[src/rtl/tws_pkg.sv]
// Shared constants, types and register layout of the three-wire serial port.
package tws_pkg;

    // ==========================================================
    // Register map and field layout
    // ==========================================================
    localparam logic [15:0] TWS_MODE_ADDR  = 16'hFFB0;  // Mode register address.
    localparam logic [15:0] TWS_SHIFT_ADDR = 16'hFFB2;  // Shift buffer address.
    localparam logic [7:0]  TWS_MODE_RST   = 8'h00;     // Mode register after reset.
    localparam logic [7:0]  TWS_MODE_WMASK = 8'h87;     // Writable mode bits.
    localparam int          TWS_EN_BIT     = 7;         // Port enable bit.
    localparam int          TWS_RXO_BIT    = 2;         // Receive-only mode bit.
    localparam int          TWS_WORD_BITS  = 8;         // Bits per transfer.
    localparam int          TWS_FIFO_DEPTH = 16;        // Received-word buffer depth.

    // ==========================================================
    // Clock selection codes and half-period counts
    // ==========================================================
    localparam logic [1:0] TWS_CLK_EXT  = 2'h0;  // External clock on the clock pin.
    localparam logic [1:0] TWS_CLK_D64  = 2'h1;  // System clock divided by 64.
    localparam logic [1:0] TWS_CLK_D128 = 2'h2;  // System clock divided by 128.
    localparam logic [7:0] TWS_HALF_D64  = 8'h1F;  // 32 cycles per half period, minus one.
    localparam logic [7:0] TWS_HALF_D128 = 8'h3F;  // 64 cycles per half period, minus one.
    localparam logic [7:0] TWS_HALF_D256 = 8'h7F;  // 128 cycles per half period, minus one.

    // ==========================================================
    // Types
    // ==========================================================
    // Transfer sequencer states, one-hot.
    typedef enum logic [2:0] {
        TWS_IDLE = 3'b001,
        TWS_WAIT = 3'b010,
        TWS_RUN  = 3'b100
    } tws_state_e;

    // One CPU access, held for a single cycle.
    typedef struct packed {
        logic [15:0] addr;
        logic        wr;
        logic        rd;
        logic [7:0]  wdata;
    } tws_cpu_req_s;

    // Driven side of the serial pins; enables are low while driving.
    typedef struct packed {
        logic sck_out;
        logic sck_oe_n;
        logic so_out;
        logic so_oe_n;
    } tws_pins_s;

endpackage : tws_pkg

[src/rtl/tws_serial_port.sv]
// Three-wire synchronous serial port with its received-word buffer.
//
// Contract
// - Eight-bit shift register converts parallel and serial.
// - Most significant bit always travels first.
// - Enable clear stops shifting, clears counter, frees pins.
// - Mode zero: buffer write starts full-duplex transfer.
// - Mode one: buffer read starts receive, output low.
// - Clock select: external, divide 64, 128, 256.
// - Shift on falling edge, drive output latch.
// - Sample serial input on rising edge.
// - After eight bits stop and set done flag.
// - Start only after end with clock high.
// - Write while disabled never starts a transfer.
// - Reset clears mode register, disabling the port.
// - Unused input or output pin stays free.
// - Each transfer moves exactly eight bits.
`timescale 1ns/1ps
`default_nettype none

// ==========================================================
// Received-word FIFO with a registered output slot
// ==========================================================
module tws_fifo #(
    parameter int WIDTH = 8,
    parameter int DEPTH = 16
) (
    input  wire logic             ref_clk,
    input  wire logic             nrst,
    input  wire logic             in_valid,
    output logic                  in_ready,
    input  wire logic [WIDTH-1:0] in_data,
    output logic                  out_valid,
    input  wire logic             out_ready,
    output logic      [WIDTH-1:0] out_data
);
    localparam int AW = $clog2(DEPTH);

    // The pointers wrap naturally, so only powers of two are served.
    initial begin
        if (DEPTH < 2 || (1 << AW) != DEPTH || WIDTH < 1) begin
            $error("tws_fifo: DEPTH must be a power of two of at least 2");
        end
    end

    logic [WIDTH-1:0] mem [DEPTH];  // Storage words.
    logic [AW-1:0]    wr_ptr;       // Next slot to fill.
    logic [AW-1:0]    rd_ptr;       // Next slot to drain.
    logic [AW:0]      count;        // Words held in storage.

    wire push = in_valid & in_ready;                         // Word accepted.
    wire pop  = (count != '0) & (~out_valid | out_ready);    // Word moved to output slot.

    // The output slot is a flop so the port data never comes through a mux.
    always_ff @(posedge ref_clk or negedge nrst) begin
        if (!nrst) begin
            wr_ptr    <= '0;
            rd_ptr    <= '0;
            count     <= '0;
            in_ready  <= 1'b1;
            out_valid <= 1'b0;
            out_data  <= '0;
        end else begin
            if (push) begin
                wr_ptr <= wr_ptr + 1'b1;
            end
            if (pop) begin
                rd_ptr   <= rd_ptr + 1'b1;
                out_data <= mem[rd_ptr];
            end
            count     <= count + {{AW{1'b0}}, push} - {{AW{1'b0}}, pop};
            in_ready  <= (count + {{AW{1'b0}}, push} - {{AW{1'b0}}, pop}) < (AW + 1)'(DEPTH);
            out_valid <= pop | (out_valid & ~out_ready);
        end
    end

    // Storage has no reset; only written slots are ever read.
    always_ff @(posedge ref_clk) begin
        if (push) begin
            mem[wr_ptr] <= in_data;
        end
    end

    // The filling side never sees ready while storage is full.
    a_fifo_full_ready : assert property (@(posedge ref_clk) disable iff (!nrst)
        (count == (AW + 1)'(DEPTH)) |-> !in_ready)
        else $error("FIFO shows ready while full");

endmodule : tws_fifo

// ==========================================================
// Serial port top
// ==========================================================
module tws_serial_port
    import tws_pkg::*;
(
    input  wire logic                ref_clk,
    input  wire logic                nrst,
    input  wire tws_pkg::tws_cpu_req_s cpu_req,
    output logic               [7:0] cpu_rdata,
    input  wire logic                sck_in,
    input  wire logic                si_in,
    output tws_pkg::tws_pins_s       pins,
    output logic                     transfer_done_flag,
    input  wire logic                flag_clear,
    output logic                     rx_valid,
    input  wire logic                rx_ready,
    output logic               [7:0] rx_data
);
    import tws_pkg::*;

    // Half-period count of the internal divider for a clock code.
    function automatic logic [7:0] half_count(input logic [1:0] sel);
        case (sel)
            TWS_CLK_D64:  half_count = TWS_HALF_D64;
            TWS_CLK_D128: half_count = TWS_HALF_D128;
            default:      half_count = TWS_HALF_D256;
        endcase
    endfunction : half_count

    // ==========================================================
    // State
    // ==========================================================
    logic [7:0] serial_port_mode;    // Mode register.
    logic [7:0] serial_shift_buffer; // Shift register.
    tws_state_e state;               // Transfer sequencer.
    tws_state_e next_state;          // Sequencer next state.
    logic [3:0] bit_cnt;             // Rising edges seen this transfer.
    logic [7:0] div_cnt;             // Internal clock divider.
    logic       sck_int;             // Internal serial clock level.
    logic       sck_prev;            // Clock pin level one cycle ago.
    logic       so_latch;            // Output latch for the serial-out pin.
    logic       fifo_in_ready;       // Buffer has room for a word.

    // ==========================================================
    // Decoding
    // ==========================================================
    wire       port_enable_bit   = serial_port_mode[TWS_EN_BIT];
    wire       rx_only           = serial_port_mode[TWS_RXO_BIT];
    wire [1:0] clk_sel           = serial_port_mode[1:0];
    wire       ext_clk           = (clk_sel == TWS_CLK_EXT);
    wire       sel_mode          = (cpu_req.addr == TWS_MODE_ADDR);
    wire       sel_shift         = (cpu_req.addr == TWS_SHIFT_ADDR);
    wire       running           = (state == TWS_RUN);
    wire       idle              = (state == TWS_IDLE);
    // Writes during a run are dropped so a stray access cannot corrupt the word.
    wire       shift_wr          = cpu_req.wr & sel_shift & !running;
    wire       trig_wr           = shift_wr & port_enable_bit & !rx_only;
    wire       trig_rd           = cpu_req.rd & sel_shift & port_enable_bit & rx_only & idle;
    wire       trigger           = (trig_wr | trig_rd) & idle;
    // A new run needs the clock line high after the last one.
    wire       clock_high        = ext_clk ? sck_in : sck_int;
    wire       int_tick          = (div_cnt == half_count(clk_sel));
    wire       fall_evt          = running & (ext_clk ? (sck_prev & ~sck_in) : (int_tick & sck_int));
    wire       rise_evt          = running & (ext_clk ? (~sck_prev & sck_in) : (int_tick & ~sck_int));
    wire       last_rise         = rise_evt & (bit_cnt == 4'(TWS_WORD_BITS - 1));
    wire [7:0] rx_word           = {serial_shift_buffer[7:1], si_in};
    wire [7:0] next_rdata        = sel_mode ? (serial_port_mode & TWS_MODE_WMASK) :
                                   sel_shift ? serial_shift_buffer : 8'h00;

    // ==========================================================
    // Sequencer
    // ==========================================================
    // Starts wait for buffer room so no received word is ever lost.
    always_comb begin
        next_state = state;
        case (state)
            TWS_IDLE: begin
                if (trigger) begin
                    next_state = TWS_WAIT;
                end
            end
            TWS_WAIT: begin
                if (fifo_in_ready && clock_high) begin
                    next_state = TWS_RUN;
                end
            end
            TWS_RUN: begin
                if (last_rise) begin
                    next_state = TWS_IDLE;
                end
            end
            default: next_state = TWS_IDLE;
        endcase
        if (!port_enable_bit) begin
            next_state = TWS_IDLE;
        end
    end

    // Mode register, sequencer and bit counter.
    always_ff @(posedge ref_clk or negedge nrst) begin
        if (!nrst) begin
            serial_port_mode <= TWS_MODE_RST;
            state            <= TWS_IDLE;
            bit_cnt          <= 4'h0;
        end else begin
            if (cpu_req.wr && sel_mode) begin
                serial_port_mode <= cpu_req.wdata & TWS_MODE_WMASK;
            end
            state   <= next_state;
            // The count restarts on the eighth rise so an idle port never shows a stale eight.
            bit_cnt <= (!port_enable_bit || !running || last_rise) ? 4'h0 : bit_cnt + {3'h0, rise_evt};
        end
    end

    // Internal clock: idles high, toggles every half period while running.
    always_ff @(posedge ref_clk or negedge nrst) begin
        if (!nrst) begin
            div_cnt  <= 8'h00;
            sck_int  <= 1'b1;
            sck_prev <= 1'b1;
        end else begin
            sck_prev <= sck_in;
            // Dropping the enable parks the clock high at once, so an aborted run
            // never leaves the line low while the sequencer is already idle.
            if (!running || ext_clk || !port_enable_bit) begin
                div_cnt <= 8'h00;
                sck_int <= 1'b1;
            end else if (int_tick) begin
                div_cnt <= 8'h00;
                sck_int <= ~sck_int;
            end else begin
                div_cnt <= div_cnt + 8'h01;
            end
        end
    end

    // Shift register: loads on write, shifts on falls, fills on rises.
    // It has no reset, its content after reset is undefined by design.
    always_ff @(posedge ref_clk) begin
        if (shift_wr) begin
            serial_shift_buffer <= cpu_req.wdata;
        end else if (fall_evt) begin
            serial_shift_buffer <= {serial_shift_buffer[6:0], 1'b0};
        end else if (rise_evt) begin
            serial_shift_buffer <= rx_word;
        end
    end

    // Output latch, done flag, read data and pin drive.
    always_ff @(posedge ref_clk or negedge nrst) begin
        if (!nrst) begin
            so_latch           <= 1'b0;
            transfer_done_flag <= 1'b0;
            cpu_rdata          <= 8'h00;
            pins               <= '{sck_out: 1'b1, sck_oe_n: 1'b1, so_out: 1'b0, so_oe_n: 1'b1};
        end else begin
            if (fall_evt) begin
                so_latch <= serial_shift_buffer[7];
            end
            // A completion in the clearing cycle wins over the clear.
            transfer_done_flag <= last_rise | (transfer_done_flag & ~flag_clear);
            if (cpu_req.rd) begin
                cpu_rdata <= next_rdata;
            end
            pins.sck_out  <= sck_int;
            pins.sck_oe_n <= !(port_enable_bit && !ext_clk);
            pins.so_out   <= rx_only ? 1'b0 : so_latch;
            pins.so_oe_n  <= !(port_enable_bit && !rx_only);
        end
    end

    // ==========================================================
    // Received-word buffer
    // ==========================================================
    tws_fifo #(
        .WIDTH (8),
        .DEPTH (TWS_FIFO_DEPTH)
    ) u_rx_fifo (
        .ref_clk   (ref_clk),
        .nrst      (nrst),
        .in_valid  (last_rise),
        .in_ready  (fifo_in_ready),
        .in_data   (rx_word),
        .out_valid (rx_valid),
        .out_ready (rx_ready),
        .out_data  (rx_data)
    );

    // ==========================================================
    // Assertions
    // ==========================================================
    a_disable_frees_pins : assert property (@(posedge ref_clk) disable iff (!nrst)
        !port_enable_bit |=> pins.sck_oe_n && pins.so_oe_n && bit_cnt == 4'h0)
        else $error("Disabled port still drives pins or counts");

    a_write_starts_run : assert property (@(posedge ref_clk) disable iff (!nrst)
        (trig_wr && idle && fifo_in_ready && !ext_clk) |=> ##1 running)
        else $error("Write in transmit mode did not start a transfer");

    a_rxonly_out_low : assert property (@(posedge ref_clk) disable iff (!nrst)
        rx_only |=> !pins.so_out && pins.so_oe_n)
        else $error("Serial out not low in receive-only mode");

    // A low phase lasts 32 cycles; a disable in mid-phase may park the clock high early.
    a_div_half_period : assert property (@(posedge ref_clk) disable iff (!nrst)
        (running && !ext_clk && $fell(sck_int) && clk_sel == TWS_CLK_D64)
        |-> (!sck_int || !port_enable_bit) [*8] ##25 (sck_int || !running))
        else $error("Divide-by-64 half period wrong");

    a_done_after_eight : assert property (@(posedge ref_clk) disable iff (!nrst)
        last_rise |=> transfer_done_flag && idle)
        else $error("Eighth bit did not end the transfer");

    a_no_start_disabled : assert property (@(posedge ref_clk) disable iff (!nrst)
        (cpu_req.wr && sel_shift && !port_enable_bit) |=> !running)
        else $error("Write while disabled started a transfer");

    a_mode_reserved_zero : assert property (@(posedge ref_clk) disable iff (!nrst)
        serial_port_mode[6:3] == 4'h0)
        else $error("Reserved mode bits not zero");

    a_idle_clock_high : assert property (@(posedge ref_clk) disable iff (!nrst)
        !running |-> sck_int && bit_cnt == 4'h0)
        else $error("Internal clock not high while idle");

    a_count_bounded : assert property (@(posedge ref_clk) disable iff (!nrst)
        running |-> bit_cnt < 4'(TWS_WORD_BITS))
        else $error("Bit counter passed eight");

    c_duplex_done : cover property (@(posedge ref_clk) disable iff (!nrst)
        last_rise && !rx_only);
    c_rxonly_done : cover property (@(posedge ref_clk) disable iff (!nrst)
        last_rise && rx_only);
    c_wait_on_full : cover property (@(posedge ref_clk) disable iff (!nrst)
        state == TWS_WAIT && !fifo_in_ready);

endmodule : tws_serial_port

`default_nettype wire

[config.mk]
export PLATFORM = sky130hd
export DESIGN_NAME = tws_serial_port
export DESIGN_NICKNAME = d
export VERILOG_FILES = /design/src/rtl/tws_pkg.sv /design/src/rtl/tws_serial_port.sv
export SDC_FILE = /design/constraint.sdc
export NUM_CORES = 1
export LEC_CHECK = 0
export ABC_AREA = 1
export BUFFER_PORTS_ARGS = -buffer_cell sky130_fd_sc_hd__buf_2
export CORE_MARGIN = 8
export CORE_UTILIZATION = 55
export DETAILED_ROUTE_END_ITERATION = 10
export PLACE_DENSITY_LB_ADDON = 0.15
export SLEW_MARGIN = 20
export SYNTH_ARGS = -nofsm -noshare
export SYNTH_HDL_FRONTEND = slang
export SYNTH_HIERARCHICAL = 1
export SYNTH_SLANG_ARGS = --single-unit
[constraint.sdc]
create_clock -name ref_clk -period 6.24 [get_ports ref_clk]
set_input_delay 0.624 -clock ref_clk [delete_from_list [all_inputs] [get_ports ref_clk]]
set_output_delay 0.624 -clock ref_clk [all_outputs]
set_load 0.005 [all_outputs]
# Word-level counts from Yosys, hierarchy flattened
# Memory sizes are Yosys's and may differ from the RTL's. A register that Yosys moved wholly into a read port is not among the register bits.
# Cells that the tools add are included.
[classes]
mux = 22
n_addsub = 6
n_eq_ne = 12
n_lt_le_gt_ge = 1
n_bitwise = 30
n_reduce_logical = 21
[op_table]
columns = ["op", "count"]
rows = [
  ["$mux W8", 6],
  ["$eq A16 B16 Y1 const B", 2],
  ["$and A1 B1 Y1", 20],
  ["$pmux W7 S2", 1],
  ["$mux W3", 4],
  ["$mux W1", 9],
  ["$pmux W3 S3", 1],
  ["$add A4 B1 Y4 const B", 2],
  ["$add A8 B1 Y8 const B", 1],
  ["$eq A8 B8 Y1", 1],
  ["$logic_not A1 Y1", 7],
  ["$ne A3 B3 Y1 const B", 2],
  ["$not A1 Y1", 6],
  ["$add A5 B1 Y5", 1],
  ["$lt A5 B5 Y1 const B", 1],
  ["$reduce_bool A5 Y1", 1],
  ["$sub A5 B1 Y5", 1],
  ["$add A4 B1 Y4", 1],
  ["$eq A4 B3 Y1 const B", 1],
  ["$logic_and A1 B1 Y1", 4],
  ["$logic_or A1 B1 Y1", 4],
  ["$mux W4", 1],
  ["$or A1 B1 Y1", 4],
  ["$reduce_bool A2 Y1", 2],
  ["other kinds (9)", 9],
]
[totals]
regBits = 58
inputBits = 32
wordCells = 113
n_memories = 1
output_inout_bits = 22
ram_bits = 128
[mem_list]
columns = ["name", "words", "width", "rd", "rd_clocked_by_memory_dff", "wr", "line_no", "rtl"]
rows = [
  ["u_rx_fifo.mem", 16, 8, 1, 1, 1, "tws_serial_port.sv:46", "logic [WIDTH-1:0] mem [DEPTH];"],
]

# Logic depth before layout (Yosys ltp)
[logic_depth]
ltp_word = 11
depth_mapped = 18
mapped_depth_nobuf = 18

# Hierarchy
# The synthesis kept the hierarchy.
[modules_own_cells]
columns = ["module", "n_inst", "area_per_inst_um2", "seq_area_each_um2", "cells_each"]
rows = [
  ["tws_fifo", 1, 6646.4, 4420.5, 649],
  ["tws_serial_port", 1, 2148.3, 1123.6, 254],
]

# Worst setup path before layout
# OpenSTA, ideal clock, no wires.
[synth_path]
path_kind = "register to register"
from = "register serial_port_mode[0]"
to = "register u_rx_fifo.count[4]"
stages_incl_launch_ff = 19
arrival_ns = 2.655
period_less_slack_ns = 2.777
path_buffers = 0
setup_slack_ns = 3.463
required_time_ns = 6.118
setup_ns = 0.122
cell_sequence = "dfrtp_1 -> inv_1 -> ha_1 -> nand2_1 -> nand2_1 -> nor2_1 -> nand4_1 -> nand2_1 -> nand3_2 -> inv_1 -> nand2_1 -> ha_1 -> inv_1 -> ha_1 -> inv_1 -> fa_1 -> o21ai_0 -> xnor2_1 -> inv_1"
[synth_between]
elab_chain_len = 10
elab_cells_between_ends = 12
cone_classes = "add/sub (2); eq/ne (3); mux (2); bitwise (4); reduce/logical (1)"
[synth_lines]
columns = ["item", "line_no", "rtl"]
rows = [
  ["start: declaration", "tws_serial_port.sv:124", "logic [7:0] serial_port_mode;"],
  ["start signal: assignment", "tws_serial_port.sv:198", "serial_port_mode <= cpu_req.wdata & TWS_MODE_WMASK;"],
  ["$eq A2 B2 Y1 / $eq A2 B1 Y1 (equally long branches)", "tws_serial_port.sv:114", "case (sel)"],
  ["$pmux W7 S2", "tws_serial_port.sv:114", ""],
  ["$eq A8 B8 Y1", "tws_serial_port.sv:153", "wire int_tick = (div_cnt == half_count(clk_sel));"],
  ["$and A1 B1 Y1", "tws_serial_port.sv:155", "wire rise_evt = running & (ext_clk ? (~sck_prev & sck_in) : (int_tick & ~sck_int));"],
  ["$mux W1 (*)", "tws_serial_port.sv:155", ""],
  ["$and A1 B1 Y1 (*)", "tws_serial_port.sv:155", ""],
  ["$and A1 B1 Y1 (*)", "tws_serial_port.sv:156", "wire last_rise = rise_evt & (bit_cnt == 4'(TWS_WORD_BITS - 1));"],
  ["net last_rise", "tws_serial_port.sv:156", ""],
  ["$and A1 B1 Y1 (*)", "tws_serial_port.sv:51", "wire push = in_valid & in_ready;"],
  ["$add A5 B1 Y5 (*)", "tws_serial_port.sv:71", "count <= count + {{AW{1'b0}}, push} - {{AW{1'b0}}, pop};"],
  ["$sub A5 B1 Y5 (*)", "tws_serial_port.sv:71", ""],
  ["end signal: assignment", "tws_serial_port.sv:71", ""],
  ["end: declaration", "tws_serial_port.sv:49", "logic [AW:0] count;"],
]
# The timed path passes the listed nets; every way through them passes the cells marked *.
# A chain may end at the register's enable or synchronous reset.

# Worst setup path in the final report
# Same ends and word-level chain as after synthesis.

==> impl_metrics.tcl <==
set metrics [dict create \
    ys.flop_type "edfxtp_1" \
    grt_start_max_net_pins 68 \
    synth_edf_count 136 \
    area_delta_synth_final_pct 10.93 \
    portBuffers 53 \
    min_period_ns 3.038 \
    reg2reg_slack_ns 3.20 \
    root_buffer "clkbuf_16" \
    worst_path_most_repeated_cell "inv_1" \
    gp_congestion 0.7953 \
    crit_fanout 3 \
    startpoint "serial_port_mode[0]$_DFFE_PN0P_" \
    finalHoldViolations 0 \
    drt_iter0_drc 364 \
    cts_repair_resize_count 0 \
    ys_seq_area_share_pct 63.04 \
    crit_chain "inv_1, ha_1, nand2_1, nand2_1, nor2_1, nand4_1, nand2_1, nand3_2, inv_1, nand2_1, ha_1, inv_1, ha_1, inv_1, fa_1, o21ai_0, xnor2_1, inv_1" \
    max_slew.worst_pin.slew_ns 0.9466 \
    ir_worst_vdd_v 0.0002228 \
    clk_latency_ns 0.43 \
    drc 0 \
    wl_per_cell_um 15.28 \
    first_pass_iters 6 \
    cp-end-kind "flop" \
    cts-buffers-inserted 17 \
    netlist_instances 903 \
    drv_slew 0 \
    ios 54 \
    synth-async-reset-ratio_pct 29.90 \
    post_cts_buffers 0 \
    antennaDiodeCount 0 \
    hold_path_class "input pin to async pin" \
    power_density_mw_per_mm2 352.2 \
    slowest_stage "fa_1" \
    cts_tree "built" \
    grt_use_total_pct 19.01 \
    path_class "flop to flop" \
    fin_total_pwr_mw 3.436 \
    placed_area_sq_mm 0.009201 \
    dpl.hpwl_mm 11.68 \
    final_nets 1001 \
    cap_violations 0 \
    timing.fmax_mhz 329.2 \
    final_area_sq_mm 0.009756 \
    critPathLaunchType "flop" \
    row_count 46 \
    finClkSkew_ns 0.008637 \
    drive_gt1_share_pct 11.19 \
    synth-seq-cells 194 \
    leakage_nw 4.447 \
    die_y_um 142.5 \
    holdBufCountCts 0 \
    ys_top_cells_by_area "edfxtp_1 (46%), dfrtp_1 (15%), nand2_1 (11%)" \
    setup_viol 0 \
    cpPeakStageDelay_ns 0.39 \
    start_util_pct 55.77 \
    cp.required_ns 6.55 \
    htreeDepth 4 \
    antenna_found_initial 0 \
    yosys.area.top_type "edfxtp_1" \
    ys_warn_count 6 \
    r2r_cells 18 \
    clock_path_buffers 2 \
    clock-sinks 194 \
    cp.arrival_ns 3.35 \
    chipWidth_um 142.5 \
    synth_fp_nets 952 \
    rsz0062_at_grt "false" \
    grt_pass1_wl_mm 29.49 \
    routed_wl_mm 18.05 \
    status "complete, no violations" \
    via_per_inst 5.001 \
    timing.final.crit_share_pct 48.68 \
    path_clk_slew_ns 0.07 \
    grt_overflow 0 \
    holdWs_ns 0.3209 \
    coreArea_sq_mm 0.01577 \
    finalSetupTns_ns 0 \
    slew-limit-headroom_pct 36.89 \
    ant_nets 0 \
    final_core_util_pct 61.86 \
    timing.rr.start "serial_port_mode[0]$_DFFE_PN0P_" \
    synth_top_area_share_pct 46.44 \
    syn_area_sq_mm 0.008795 \
    ys_types 36 \
    vias 5906 \
    grt_pass1_vias 5798 \
    avgSynthCellArea_sq_um 9.739 \
    die_area_sq_mm 0.02029 \
]
==> synth_stat cells, types with 6 or more instances <==
library cell  number
inv_1            157
ha_1              16
xor2_1             8
dfrtp_1           51
nand2_1          263
a21oi_1            6
o21ai_0           23
edfxtp_1         136
dfstp_2            7
buf_4              7
nor2_1            45
buf_2             17
nand3_1          123
==> routing by layer <==
metal  routed length (um)  part of all wire [%]  vias to the layer above  GRT usage (%)
met5                    0                     0                        -              0
met4                  282                   1.6                        0          6.711
met3                  710                   3.9                       21          3.791
met2                 9029                    50                      123          32.41
met1                 8027                    44                     2787          23.59
li1                     -                     -                     2975              -
==> flip-flops by register name (all words and copies together), names as in the netlist, 3 cells and up <==
name and flops:
bit_cnt 4, cpu_rdata 8, div_cnt 8, pins 4
serial_port_mode 4, serial_shift_buffer 8, state 3, u_rx_fifo/count 5
u_rx_fifo/mem 128, u_rx_fifo/out_data 8, u_rx_fifo/rd_ptr 4, u_rx_fifo/wr_ptr 4
==> layout make-up <==
class / instances / area (sq um)
sequential: 194 / 5545
inverter: 164 / 616.8
fill: 1354 / 6015
clock buffer: 20 / 436.7
multi-input combinational: 519 / 2482
timing repair buffer: 56 / 287.8
clock inverter: 12 / 116.4
tap: 216 / 270.3
==> report_power, final <==
group,internal [mW],switching (mW)
registers,1.43,0.0597
clock network,0.583,0.442
logic,0.299,0.618
total,2.32,1.12
==> worst paths after layout <==
kind / to
max in group asynchronous: u_rx_fifo/rd_ptr[0]$_DFFE_PN0P_
min reg2reg: pins[3]$_DFF_PN1_
max: u_rx_fifo/count[4]$_DFF_PN0_
min: u_rx_fifo/out_data[4]$_DFFE_PN0P_
max reg2reg: u_rx_fifo/count[4]$_DFF_PN0_
min in group ref_clk: sck_prev$_DFF_PN1_
==> placed cells by master (no fill, tap or decap), drive strengths merged <==
cell      netlist  routed
buf            25      56
a21oi           6       6
xor2            8       8
xnor2           5       5
a21o            1       1
o21ai          28      28
nor3b           1       1
dfstp           7       7
edfxtp        136     136
bufinv          0       2
inv           161     160
clkbuf          1      20
nor4            1       1
nor2           49      49
clkinvlp        0       3
dfrtp          51      51
nor3            5       5
o21bai          1       1
clkinv          3      11
o31ai           1       1
o22ai           1       1
nand2         266     266
fa              1       1
nand4           4       4
nand3         125     125
ha             16      16
==> metrics by stage <==
step	worst slack [ns]	instances
2_1_floorplan	3.463	903
3_3_place_gp	3.267	1149
3_5_place_dp	3.182	1149
4_1_cts	3.171	1181
5_1_grt	2.900	1181
6_report	3.202	1181
==> kinds of logic (layout without fill, tap and decap cells) <==
family | Yosys count | in the layout | synth area share [%]
adders and majority gates | 17 | 17 | 2.504
and+or+nand+nor | 451 | 451 | 22.07
DFF | 194 | 194 | 63.04
AOI/OAI and AO/OA | 38 | 38 | 2.362
xor gates and xnor gates | 13 | 13 | 1.295
buffers and inverters | 190 | 252 | 8.735
==> worst max-delay path, delay by kind of cell (launching register included) <==
kind / cells / cell delay (ns)
xor gates and xnor gates: 1 / 0.17
and+or+nand+nor: 7 / 0.68
adders and majority gates: 4 / 1.16
DFF: 1 / 0.37
buffers and inverters: 5 / 0.30
AOI/OAI and AO/OA: 1 / 0.23
(Power assumes the default switching activity.)
